==> src/ifp_regs.vh <==
// command codes, field positions and reset values of the input protection commands
`ifndef IFP_REGS_VH
`define IFP_REGS_VH
`define IFP_CMD_VIN_OV_RESP     8'h56
`define IFP_CMD_VIN_UV_LIMIT    8'h59
`define IFP_CMD_VIN_UV_RESP     8'h5A
`define IFP_CMD_IIN_OC_LIMIT    8'h5B
`define IFP_EXP_MSB             15
`define IFP_EXP_LSB             11
`define IFP_MAN_MSB             10
`define IFP_MAN_LSB             0
`define IFP_OV_ACTION_RST       8'h00
`define IFP_UV_ACTION_RST       8'hC0
`define IFP_UV_LIMIT_RST        16'hF80B
`define IFP_OC_LIMIT_RST        16'hF87F
`define IFP_OC_MAN_RST          11'h07F
`define IFP_OC_EXP_FIXED        5'h1F
`define IFP_OC_MAN_MAX          11'h07F
`define IFP_OC_MAN_STEP         11'h010
`define IFP_BYTE_OTHER_BIT      0
`define IFP_WORD_INPUT_BIT      13
`define IFP_IN_OV_BIT           7
`define IFP_IN_UV_BIT           4
`define IFP_IN_OC_BIT           2
`endif

==> src/ifp_lin_cmp.v <==
// compares an unsigned fixed-point measurement against a linear-format limit
module ifp_lin_cmp #(
    parameter MEAS_W = 16,
    parameter FRAC   = 2
) (
    // clock and reset
    input  wire              ref_clk,
    input  wire              sys_rst,
    // limit and measurement
    input  wire [15:0]       limit_word,
    input  wire [MEAS_W-1:0] meas,
    input  wire              meas_valid,
    // result, updated on each measurement
    output reg               above_reg,
    output reg               below_reg
);
    localparam [31:0] FRAC_32 = FRAC;
    wire signed [5:0] exp_s   = {limit_word[15], limit_word[15:11]};
    wire signed [6:0] shift_s = {exp_s[5], exp_s} + FRAC_32[6:0];
    wire [10:0]       man     = limit_word[10:0];
    reg  [47:0]       scaled;
    reg  [6:0]        neg_shift;

    // mantissa times two to the exponent, in measurement units
    always @* begin
        neg_shift = 7'h00;
        if (shift_s[6]) begin
            neg_shift = 7'h00 - shift_s;
            scaled = {37'h0, man} >> neg_shift;
        end else begin
            scaled = {37'h0, man} << shift_s;
        end
    end

    wire [47:0] meas_ext = {{(48-MEAS_W){1'b0}}, meas};

    always @(posedge ref_clk or posedge sys_rst) begin
        if (sys_rst) begin
            above_reg <= 1'b0;
            below_reg <= 1'b0;
        end else if (meas_valid) begin
            above_reg <= meas_ext > scaled;
            below_reg <= meas_ext < scaled;
        end
    end
endmodule // ifp_lin_cmp

==> src/ifp_input_fault.v <==
// input overvoltage, undervoltage and overcurrent commands with fault reactions
//
// Function
// OV and UV response: single-byte reads only
// UV and OC limits: word access, linear
// one shared copy, page ignored
// OV/UV event sets summary other flag
// OV/UV event sets status word input
// OV/UV set own input status flags
// alert only when mask bit clear
// OV response 00h: flag, alert, keep converting
// UV fault masked until turn-on and enable
// UV limit exponent and mantissa writable, NVM-loaded
// host writes only listed UV encodings; code accepts any UV limit word
// UV response C0h: stop, restart when cleared
// OC limit is input current fault threshold
// OC exponent fixed -1, mantissa 0..127
// turn-on threshold gates UV unmasking
// measurements compared against decoded limits
`include "ifp_regs.vh"

module ifp_input_fault #(
    parameter VIN_W   = 16,
    parameter VIN_FR  = 2,
    parameter IIN_W   = 16,
    parameter IIN_FR  = 1
) (
    // clock and reset
    ref_clk, sys_rst,
    // command port
    cmd_valid, cmd_write, cmd_word, cmd_code, cmd_page, cmd_wdata,
    rsp_valid_reg, rsp_nack_reg, rsp_data_reg,
    // nonvolatile restore
    nvm_load, nvm_uv_limit, nvm_oc_limit,
    // measurements and surrounding configuration
    vin_meas, vin_valid, iin_meas, iin_valid,
    ov_limit, turn_on_threshold, unit_enable_pin,
    alert_mask, clear_faults,
    // status and reactions
    stat_byte_other_reg, stat_word_input_reg, stat_input_reg,
    host_alert_out_reg, uv_conv_stop_reg
);
    input  wire             ref_clk;
    input  wire             sys_rst;
    input  wire             cmd_valid;
    input  wire             cmd_write;
    input  wire             cmd_word;
    input  wire [7:0]       cmd_code;
    input  wire [7:0]       cmd_page;
    input  wire [15:0]      cmd_wdata;
    output reg              rsp_valid_reg;
    output reg              rsp_nack_reg;
    output reg  [15:0]      rsp_data_reg;
    input  wire             nvm_load;
    input  wire [15:0]      nvm_uv_limit;
    input  wire [15:0]      nvm_oc_limit;
    input  wire [VIN_W-1:0] vin_meas;
    input  wire             vin_valid;
    input  wire [IIN_W-1:0] iin_meas;
    input  wire             iin_valid;
    input  wire [15:0]      ov_limit;
    input  wire [15:0]      turn_on_threshold;
    input  wire             unit_enable_pin;
    input  wire [7:0]       alert_mask;
    input  wire             clear_faults;
    output reg              stat_byte_other_reg;
    output reg              stat_word_input_reg;
    output reg  [7:0]       stat_input_reg;
    output reg              host_alert_out_reg;
    output reg              uv_conv_stop_reg;

    reg  [15:0] uv_limit_reg;
    reg  [10:0] oc_man_reg;
    reg         en_meta_reg;
    reg         en_sync_reg;
    reg         uv_armed_reg;
    reg         meas_seen_reg;
    reg  [7:0]  stat_input_next;

    wire        vin_over_ov;
    wire        vin_under_uv;
    wire        vin_over_on;
    wire        iin_over_oc;
    wire [15:0] oc_limit_word = {`IFP_OC_EXP_FIXED, oc_man_reg};
    wire [7:0]  ov_action_field = `IFP_OV_ACTION_RST;
    wire [7:0]  uv_action_field = `IFP_UV_ACTION_RST;
    wire [10:0] nvm_oc_man = nvm_oc_limit[`IFP_MAN_MSB:`IFP_MAN_LSB];

    // limit comparators: overvoltage, undervoltage, turn-on, overcurrent
    ifp_lin_cmp #(.MEAS_W(VIN_W), .FRAC(VIN_FR)) u_ov (
        .ref_clk(ref_clk), .sys_rst(sys_rst), .limit_word(ov_limit),
        .meas(vin_meas), .meas_valid(vin_valid),
        .above_reg(vin_over_ov), .below_reg());
    ifp_lin_cmp #(.MEAS_W(VIN_W), .FRAC(VIN_FR)) u_uv (
        .ref_clk(ref_clk), .sys_rst(sys_rst), .limit_word(uv_limit_reg),
        .meas(vin_meas), .meas_valid(vin_valid),
        .above_reg(), .below_reg(vin_under_uv));
    ifp_lin_cmp #(.MEAS_W(VIN_W), .FRAC(VIN_FR)) u_on (
        .ref_clk(ref_clk), .sys_rst(sys_rst), .limit_word(turn_on_threshold),
        .meas(vin_meas), .meas_valid(vin_valid),
        .above_reg(vin_over_on), .below_reg());
    ifp_lin_cmp #(.MEAS_W(IIN_W), .FRAC(IIN_FR)) u_oc (
        .ref_clk(ref_clk), .sys_rst(sys_rst), .limit_word(oc_limit_word),
        .meas(iin_meas), .meas_valid(iin_valid),
        .above_reg(iin_over_oc), .below_reg());

    // enable pin comes from outside the clock domain
    always @(posedge ref_clk or posedge sys_rst) begin
        if (sys_rst) begin
            en_meta_reg <= 1'b0;
            en_sync_reg <= 1'b0;
        end else begin
            en_meta_reg <= unit_enable_pin;
            en_sync_reg <= en_meta_reg;
        end
    end

    // comparator outputs are valid one cycle after the first measurement
    always @(posedge ref_clk or posedge sys_rst) begin
        if (sys_rst) begin
            meas_seen_reg <= 1'b0;
        end else if (vin_valid) begin
            meas_seen_reg <= 1'b1;
        end
    end

    wire ov_event = meas_seen_reg && vin_over_ov;
    wire uv_event = meas_seen_reg && uv_armed_reg && vin_under_uv;
    wire oc_event = iin_over_oc;

    // undervoltage unmask latches once input passed turn-on while enabled
    always @(posedge ref_clk or posedge sys_rst) begin
        if (sys_rst) begin
            uv_armed_reg <= 1'b0;
        end else if (meas_seen_reg && vin_over_on && en_sync_reg) begin
            uv_armed_reg <= 1'b1;
        end
    end

    // sticky input status bits; a new event wins over a clear
    always @* begin
        stat_input_next = clear_faults ? 8'h00 : stat_input_reg;
        if (ov_event) begin
            stat_input_next[`IFP_IN_OV_BIT] = 1'b1;
        end
        if (uv_event) begin
            stat_input_next[`IFP_IN_UV_BIT] = 1'b1;
        end
        if (oc_event) begin
            stat_input_next[`IFP_IN_OC_BIT] = 1'b1;
        end
    end

    always @(posedge ref_clk or posedge sys_rst) begin
        if (sys_rst) begin
            stat_input_reg      <= 8'h00;
            stat_byte_other_reg <= 1'b0;
            stat_word_input_reg <= 1'b0;
            host_alert_out_reg  <= 1'b0;
            uv_conv_stop_reg    <= 1'b0;
        end else begin
            stat_input_reg      <= stat_input_next;
            stat_byte_other_reg <= |stat_input_next;
            stat_word_input_reg <= |stat_input_next;
            host_alert_out_reg  <= |(stat_input_next & ~alert_mask);
            // overvoltage action never stops conversion
            uv_conv_stop_reg    <= uv_event && (uv_action_field == `IFP_UV_ACTION_RST);
        end
    end

    // command decoding; page is ignored since every command is shared
    wire hit_ov_resp  = cmd_code == `IFP_CMD_VIN_OV_RESP;
    wire hit_uv_resp  = cmd_code == `IFP_CMD_VIN_UV_RESP;
    wire hit_uv_limit = cmd_code == `IFP_CMD_VIN_UV_LIMIT;
    wire hit_oc_limit = cmd_code == `IFP_CMD_IIN_OC_LIMIT;
    wire byte_ok  = (hit_ov_resp || hit_uv_resp) && !cmd_write && !cmd_word;
    wire word_ok  = (hit_uv_limit || hit_oc_limit) && cmd_word;
    wire oc_man_ok = cmd_wdata[`IFP_MAN_MSB:`IFP_MAN_LSB] <= `IFP_OC_MAN_MAX;
    wire cmd_ok   = byte_ok || (word_ok && !(cmd_write && hit_oc_limit && !oc_man_ok));
    wire nvm_oc_listed = (nvm_oc_man == `IFP_OC_MAN_MAX) ||
                         ((nvm_oc_man[3:0] == 4'h0) && (nvm_oc_man != 11'h000) &&
                          (nvm_oc_man < (`IFP_OC_MAN_STEP << 3)));

    always @(posedge ref_clk or posedge sys_rst) begin
        if (sys_rst) begin
            uv_limit_reg <= `IFP_UV_LIMIT_RST;
            oc_man_reg   <= `IFP_OC_MAN_RST;
        end else if (nvm_load) begin
            uv_limit_reg <= nvm_uv_limit;
            oc_man_reg   <= nvm_oc_listed ? nvm_oc_man : `IFP_OC_MAN_MAX;
        end else if (cmd_valid && cmd_write && cmd_ok) begin
            if (hit_uv_limit) begin
                uv_limit_reg <= cmd_wdata;
            end
            if (hit_oc_limit) begin
                oc_man_reg <= cmd_wdata[`IFP_MAN_MSB:`IFP_MAN_LSB];
            end
        end
    end

    // answer one cycle after each command
    always @(posedge ref_clk or posedge sys_rst) begin
        if (sys_rst) begin
            rsp_valid_reg <= 1'b0;
            rsp_nack_reg  <= 1'b0;
            rsp_data_reg  <= 16'h0000;
        end else begin
            rsp_valid_reg <= cmd_valid;
            rsp_nack_reg  <= cmd_valid && !cmd_ok;
            rsp_data_reg  <= 16'h0000;
            if (cmd_valid && !cmd_write && cmd_ok) begin
                case (cmd_code)
                    `IFP_CMD_VIN_OV_RESP:  rsp_data_reg <= {8'h00, ov_action_field};
                    `IFP_CMD_VIN_UV_RESP:  rsp_data_reg <= {8'h00, uv_action_field};
                    `IFP_CMD_VIN_UV_LIMIT: rsp_data_reg <= uv_limit_reg;
                    `IFP_CMD_IIN_OC_LIMIT: rsp_data_reg <= oc_limit_word;
                    default:               rsp_data_reg <= 16'h0000;
                endcase
            end
        end
    end
endmodule // ifp_input_fault

==> config.mk <==
export PLATFORM = sky130hd
export DESIGN_NAME = ifp_input_fault
export DESIGN_NICKNAME = d
export VERILOG_FILES = /design/src/ifp_lin_cmp.v /design/src/ifp_input_fault.v
export VERILOG_INCLUDE_DIRS = /design/src
export SDC_FILE = /design/constraint.sdc
export NUM_CORES = 1
export LEC_CHECK = 0
export ABC_AREA = 1
export CAP_MARGIN = 5
export CORE_ASPECT_RATIO = 0.7
export CORE_UTILIZATION = 32
export DETAILED_ROUTE_END_ITERATION = 10
export DONT_BUFFER_PORTS = 1
export PLACE_DENSITY = 0.53
export SLEW_MARGIN = 40
export SYNTH_ARGS = -nofsm -noshare
export SYNTH_HDL_FRONTEND = slang
export SYNTH_SLANG_ARGS = --single-unit
==> constraint.sdc <==
create_clock -name ref_clk -period 6.05 [get_ports ref_clk]
set_input_delay 0.3025 -clock ref_clk [delete_from_list [all_inputs] [get_ports ref_clk]]
set_output_delay 0.3025 -clock ref_clk [all_outputs]
set_load 0.05 [all_outputs]
# Word-level counts from Yosys, hierarchy flattened
# Index checks and enable logic that the tools add are counted.
# op_classes
order_cmp	6
add_sub_neg	6
eq_ne	5
n_reduce_logical	36
shift	6
bitwise_logic	2
mux	16
# ops
op	count
48-bit two-way mux	3
11-bit by 7-bit left shift with 48-bit output	3
11-bit by 7-bit >> shifter with 48-bit output	3
16-bit by 48-bit > comparator with 1-bit output	2
16-bit two-way mux	4
16-bit by 48-bit less-than comparator with 1-bit output	1
16-bit case mux with 3 select lines	1
11-bit two-way mux	4
8-bit by 7-bit equality test with 1-bit output (second input constant)	4
1-bit by 7-bit subtractor with 7-bit output (first input constant)	3
5-bit by 3-bit adder with 6-bit output (second input constant)	3
1-bit logical AND	18
16-bit by 11-bit > comparator with 1-bit output	1
8-bit OR reduction	2
11-bit by 7-bit equality test with 1-bit output (second input constant)	1
11-bit by 7-bit less-or-equal comparator with 1-bit output (second input constant)	1
11-bit by 8-bit less-than comparator with 1-bit output (second input constant)	1
11-bit nonzero test	1
8-bit AND	1
8-bit two-way mux	1
8-bit NOT	1
2-bit nonzero test	3
1-bit logical NOT	5
4-bit logical NOT	1
3 further kinds	9
# word_totals
elab_cells	94
out_inout_bits	30
ff_bits	64

# Depth between registers and ports, before layout
# logic_depth
ltp_word	9
ltp_mapped	25

# Modules after synthesis
# Synthesis repeated with hierarchy kept, for this count alone.
# unflattened
cells_unflattened	1654
area_unflattened_um2	9929.5
# modules_own_cells
mod	n_inst	area_each_um2	cells_each
ifp_lin_cmp at u_on ...	2	1747.9	321
ifp_input_fault	1	2847.7	348
ifp_lin_cmp at u_oc	1	1845.5	352
ifp_lin_cmp at u_ov	1	1740.4	312

# Worst setup path after synthesis
# Ideal clock, no wire load.
# synth_timing
path_kind	in2reg
start	in ov_limit[12]
end	reg u_ov.above_reg
stages	15
required_time_ps	5929
setup_slack_ps	3077
arrival_ps	2851
cell_sequence	ha_1 clkbuf_1 xnor2_1 clkinv_1 nor2_1 a221oi_1 ha_1 nand2_1 inv_1 a221oi_1 o221ai_1 nand2_1 a221oi_1 nand4_1 o21ai_1
# synth_between
elab_chain_len	5
elab_cells_between_ends	6
classes_between	2 x add/sub; 1 x order compare; 2 x shift; 1 x mux
# synth_rtl
element	line_no	rtl
from (decl)	ifp_input_fault.v:61	input wire [15:0] ov_limit;
5-bit by 3-bit adder with 6-bit output *	ifp_lin_cmp.v:19	wire signed [6:0] shift_s = {exp_s[5], exp_s} + FRAC_32[6:0];
1-bit by 7-bit subtractor with 7-bit output	ifp_lin_cmp.v:28	neg_shift = 7'h00 - shift_s;
11-bit by 7-bit >> shifter with 48-bit output	ifp_lin_cmp.v:29	scaled = {37'h0, man} >> neg_shift;
48-bit two-way mux *	ifp_lin_cmp.v:27	if (shift_s[6]) begin
16-bit by 48-bit > comparator with 1-bit output *	ifp_lin_cmp.v:42	above_reg <= meas_ext > scaled;
to (signal assigned)	ifp_lin_cmp.v:42	
to (decl)	ifp_lin_cmp.v:14	output reg above_reg,
# Every way passes the cells marked *; elsewhere a longest branch is shown, timed or not.
# A chain may end at the register's enable or synchronous reset.

# Worst setup path in the final report
# layout_timing
start	reg uv_limit_reg[12]
end	reg u_uv.below_reg
# layout_between
elab_chain_len	5
elab_cells_between_ends	6
classes_between	2 x add/sub; 1 x order compare; 2 x shift; 1 x mux
# layout_rtl
element	line_no	rtl
from (decl)	ifp_input_fault.v:72	reg [15:0] uv_limit_reg;
from (signal assigned)	ifp_input_fault.v:186	uv_limit_reg <= `IFP_UV_LIMIT_RST;
from (signal assigned)	ifp_input_fault.v:189	uv_limit_reg <= nvm_uv_limit;
from (signal assigned)	ifp_input_fault.v:193	uv_limit_reg <= cmd_wdata;
5-bit by 3-bit adder with 6-bit output *	ifp_lin_cmp.v:19	
1-bit by 7-bit subtractor with 7-bit output	ifp_lin_cmp.v:28	
11-bit by 7-bit >> shifter with 48-bit output	ifp_lin_cmp.v:29	
48-bit two-way mux *	ifp_lin_cmp.v:27	
16-bit by 48-bit less-than comparator with 1-bit output *	ifp_lin_cmp.v:43	below_reg <= meas_ext < scaled;
to (signal assigned)	ifp_lin_cmp.v:43	
to (decl)	ifp_lin_cmp.v:15	output reg below_reg
# Marked as above.

==> reports/qor.log <==
qor: status.run_status finished, final reports clean
qor: synth.postSynth.topFlopCell sky130_fd_sc_hd__dfrtp_1
qor: worst_setup_path.timing.critical_path.slowest_stage_cell sky130_fd_sc_hd__dfstp_2
qor: finish.non_filler_cell_area_final 8570 µm²
qor: floorplan.placeableCoreArea 24,600 µm²
qor: placement.dp.final_hpwl 21.0 mm
qor: global_routing.wire_length_of_the_first_global_routing_pass 40.0 mm
qor: sta.timing.clock.skew 0.00707 ns
qor: global_routing.grt_overflow 0
qor: worst_setup_path.setup.reg_to_reg.worst_slack 2.24 ns
qor: worst_setup_path.worstPathCellList ha_1 > nor2_2 > nand3_1 > o21ai_4 > inv_1 > nor4_1 > a22oi_1 > ha_1 > nand2_1 > nor2_1 > a211oi_1 > o221a_2 > nand2_1 > a21oi_2
qor: placement.place.port_buffers 0
qor: floorplan.die_h 134 µm
qor: sta.period_minus_slack 3.81 ns
qor: synth.asyncSetResetFlopFracSynth 100%
qor: sta.finalHoldViolations 0
qor: worst_setup_path.critPathCaptureType register
qor: worst_setup_path.length_in_cells_of_the_worst_reg_to_reg_path 14
qor: synth.synth.avg_cell_area 6.13 µm²
qor: routing.viasPerCell 5.33
qor: sta.drv_slew 0
qor: worst_setup_path.path_buf_inv 1
qor: clocking.tritoncts built
qor: floorplan.die-area 25,700 µm²
qor: clocking.cts_root_buffer sky130_fd_sc_hd__clkbuf_16
qor: worst_setup_path.critical_path.reg2reg.endpoint u_uv.below_reg
qor: global_routing.grt_max_degree 36
qor: floorplan.design.portCount 176
qor: routing.drc_errors 0
qor: sta.finalSetupViolations 0
qor: finish.layoutNonFillerInstCount 1,601
qor: placement.finalWeightedCongestion 0.886
qor: worst_hold_path.min_path_type input pin to register
qor: sta.worstMarginPinSlew 0.837 ns
qor: synth.synth_top_area_share 17.7%
qor: routing.drt_first_iter_violations 601
qor: routing.dr.pass1.iters 7
qor: routing.num_vias 8,527
qor: finish.antenna_fix_cells 0
qor: global_routing.grt_antenna_before_repair 0
qor: floorplan.starting_density_of_the_core 32.6%
qor: routing.drt-wirelength-per-cell 15.8 µm
qor: synth.yosysSeqAreaShare 20.2%
qor: placement.post-place-cells 1,582
qor: synth.netlist-cell-type-count 62
qor: clocking.clk-insertion-delay-late 0.32 ns
qor: synth.synth_enable_flop_cells 0
qor: clocking.clockBufferDepth 2
qor: synth.net_count_after_synthesis 1,522
qor: sta.totalNegativeSetupSlack 0 ns
qor: job.max-cap-violations 0
qor: sta.worst_slew_margin_rel 43.9%
qor: finish.most-common-layout-cells 378 x sky130_fd_sc_hd__nand2_1, 123 x sky130_fd_sc_hd__inv_1, 106 x sky130_fd_sc_hd__o21ai_0
qor: power.leakagePower 0.00395 µW
qor: floorplan.die_x 191 µm
qor: sta.achievable-frequency 262 MHz
qor: power.powerDensity 211 nW/µm²
qor: finish.drive_gt1_share 5.88%
qor: sta.final.period_utilization 63.0%
qor: sta.setup_repair_after_global_routing_missed_its_margin false
qor: worst_setup_path.worst-setup-path-type register to register
qor: worst_hold_path.worst_hold_path.num_cells 1
qor: finish.nets 1,484
qor: global_routing.grt_util_all_layers 19.5%
qor: clocking.cts_sinks 64
qor: worst_setup_path.critPathMaxStageDelay 0.74 ns
qor: synth.cell_taking_the_most_area_after_synthesis sky130_fd_sc_hd__nand2_1
qor: worst_hold_path.timing.hold.worst.start clear_faults
qor: synth.synth.top_cells.by_area sky130_fd_sc_hd__nand2_1 18%, sky130_fd_sc_hd__dfrtp_1 15%, sky130_fd_sc_hd__ha_1 10%
qor: synth.synth.ff_latch_count 64
qor: worst_hold_path.worst_hold_path.endpoint stat_input_reg[6]
qor: global_routing.number_of_global_route_vias_before_repair 7,577
qor: worst_setup_path.path_delay_family simple AND/OR/NAND/NOR gates
qor: clocking.path_clk_slew 0.06 ns
qor: synth.mappedNetlistArea 8020 µm²
qor: placement.detailed_place.area 8210 µm²
qor: clocking.cts_made_buffers 9
qor: routing.drt_wl_total 25.3 mm
qor: finish.synthToLayoutAreaGrowth 6.93%
qor: routing.antenna_left 0
qor: worst_setup_path.cp-start-kind register
qor: synth.synthCells 1,309
qor: finish.layout.cells.most_common sky130_fd_sc_hd__nand2_1
qor: clocking.clock_tree.htree_level_count 3
qor: floorplan.rows 48
qor: worst_setup_path.r2r-start uv_limit_reg[12]
qor: worst_setup_path.top_fanout_value_on_the_critical_path 21
qor: synth.ys_warn_count 0
qor: worst_setup_path.cp.arrival 4.06 ns
qor: power.vdd.ir_drop.worst 0.165 mV
qor: worst_setup_path.critPathRequiredTime 6.30 ns
==> layout make-up <==
class	instances	area [µm²]
Clock inverter	6	92.6
Clock buffer	10	239
Tap cell	325	407
Timing Repair Buffer	7	60.1
Inverter	143	537
Fill cell	2760	16100
Sequential cell	64	1620
Multi-Input combinational cell	1046	5620
==> through the flow <==
stage,power (µW),setup WS (ns),util (%),hold slack [ns]
after floorplan,1080,3.08,-,0.331
after detailed placement,1240,2.04,33.3,0.311
after global routing,1950,1.90,34.8,0.0393
after CTS,1820,2.20,34.8,0.0443
after global placement,1230,2.06,33.3,0.315
final,1810,2.24,34.8,0.0592
==> report_power, final <==
group	internal [µW]	switching, µW	total, µW
Sequential	461	48.8	509
Clock	373	194	567
Combinational	239	493	732
==> Yosys cell counts (all sizes together) (11+ instances only) <==
cell type	count
a211oi	13
a21oi	78
a221oi	11
a31oi	19
buf	23
clkbuf	33
dfrtp	49
dfstp	15
ha	67
inv	137
nand2	385
nand3	80
nand4	20
nor2	100
nor3	25
o211ai	14
o21ai	147
or2	12
==> cell families (layout without fill, tap and decap cells) <==
kind of cell / Yosys count / after routing / synth area share [%]
buffers and inverters: 199 / 166 / 9.93
DFF: 64 / 64 / 20.2
adders and majority gates: 67 / 67 / 10.5
AOI/OAI and AO/OA: 329 / 329 / 24.3
xor gates and xnor gates: 10 / 10 / 1.09
muxes: 6 / 6 / 0.749
and+or+nand+nor: 634 / 634 / 33.3
==> layer usage <==
metal  vias up  share of wire [%]  GRT usage [%]
li1       4376                  -              -
met1      3864                 53           31.4
met2       268                 38           26.2
met3        19                7.4           3.95
met4         0               0.84           3.04
met5         -                  0              0
==> worst max path at each step <==
stage / end / cells after the start / start
after CTS: u_uv.below_reg / 14 / uv_limit_reg[12]
after global routing: u_ov.above_reg / 18 / ov_limit[12]
after floorplan: u_ov.above_reg / 15 / ov_limit[12]
after detailed placement: u_ov.above_reg / 18 / ov_limit[12]
final: u_uv.below_reg / 14 / uv_limit_reg[12]
after global placement: u_ov.above_reg / 18 / ov_limit[12]
==> what timing repair did <==
action / in CTS / in global routing
buffers inserted: 0 / 0
gates resized for setup: 0 / 0
hold endpoints to repair: 31 / 0
hold buffers: 3 / 0
Note: power is estimated with default switching activity, not from simulation.
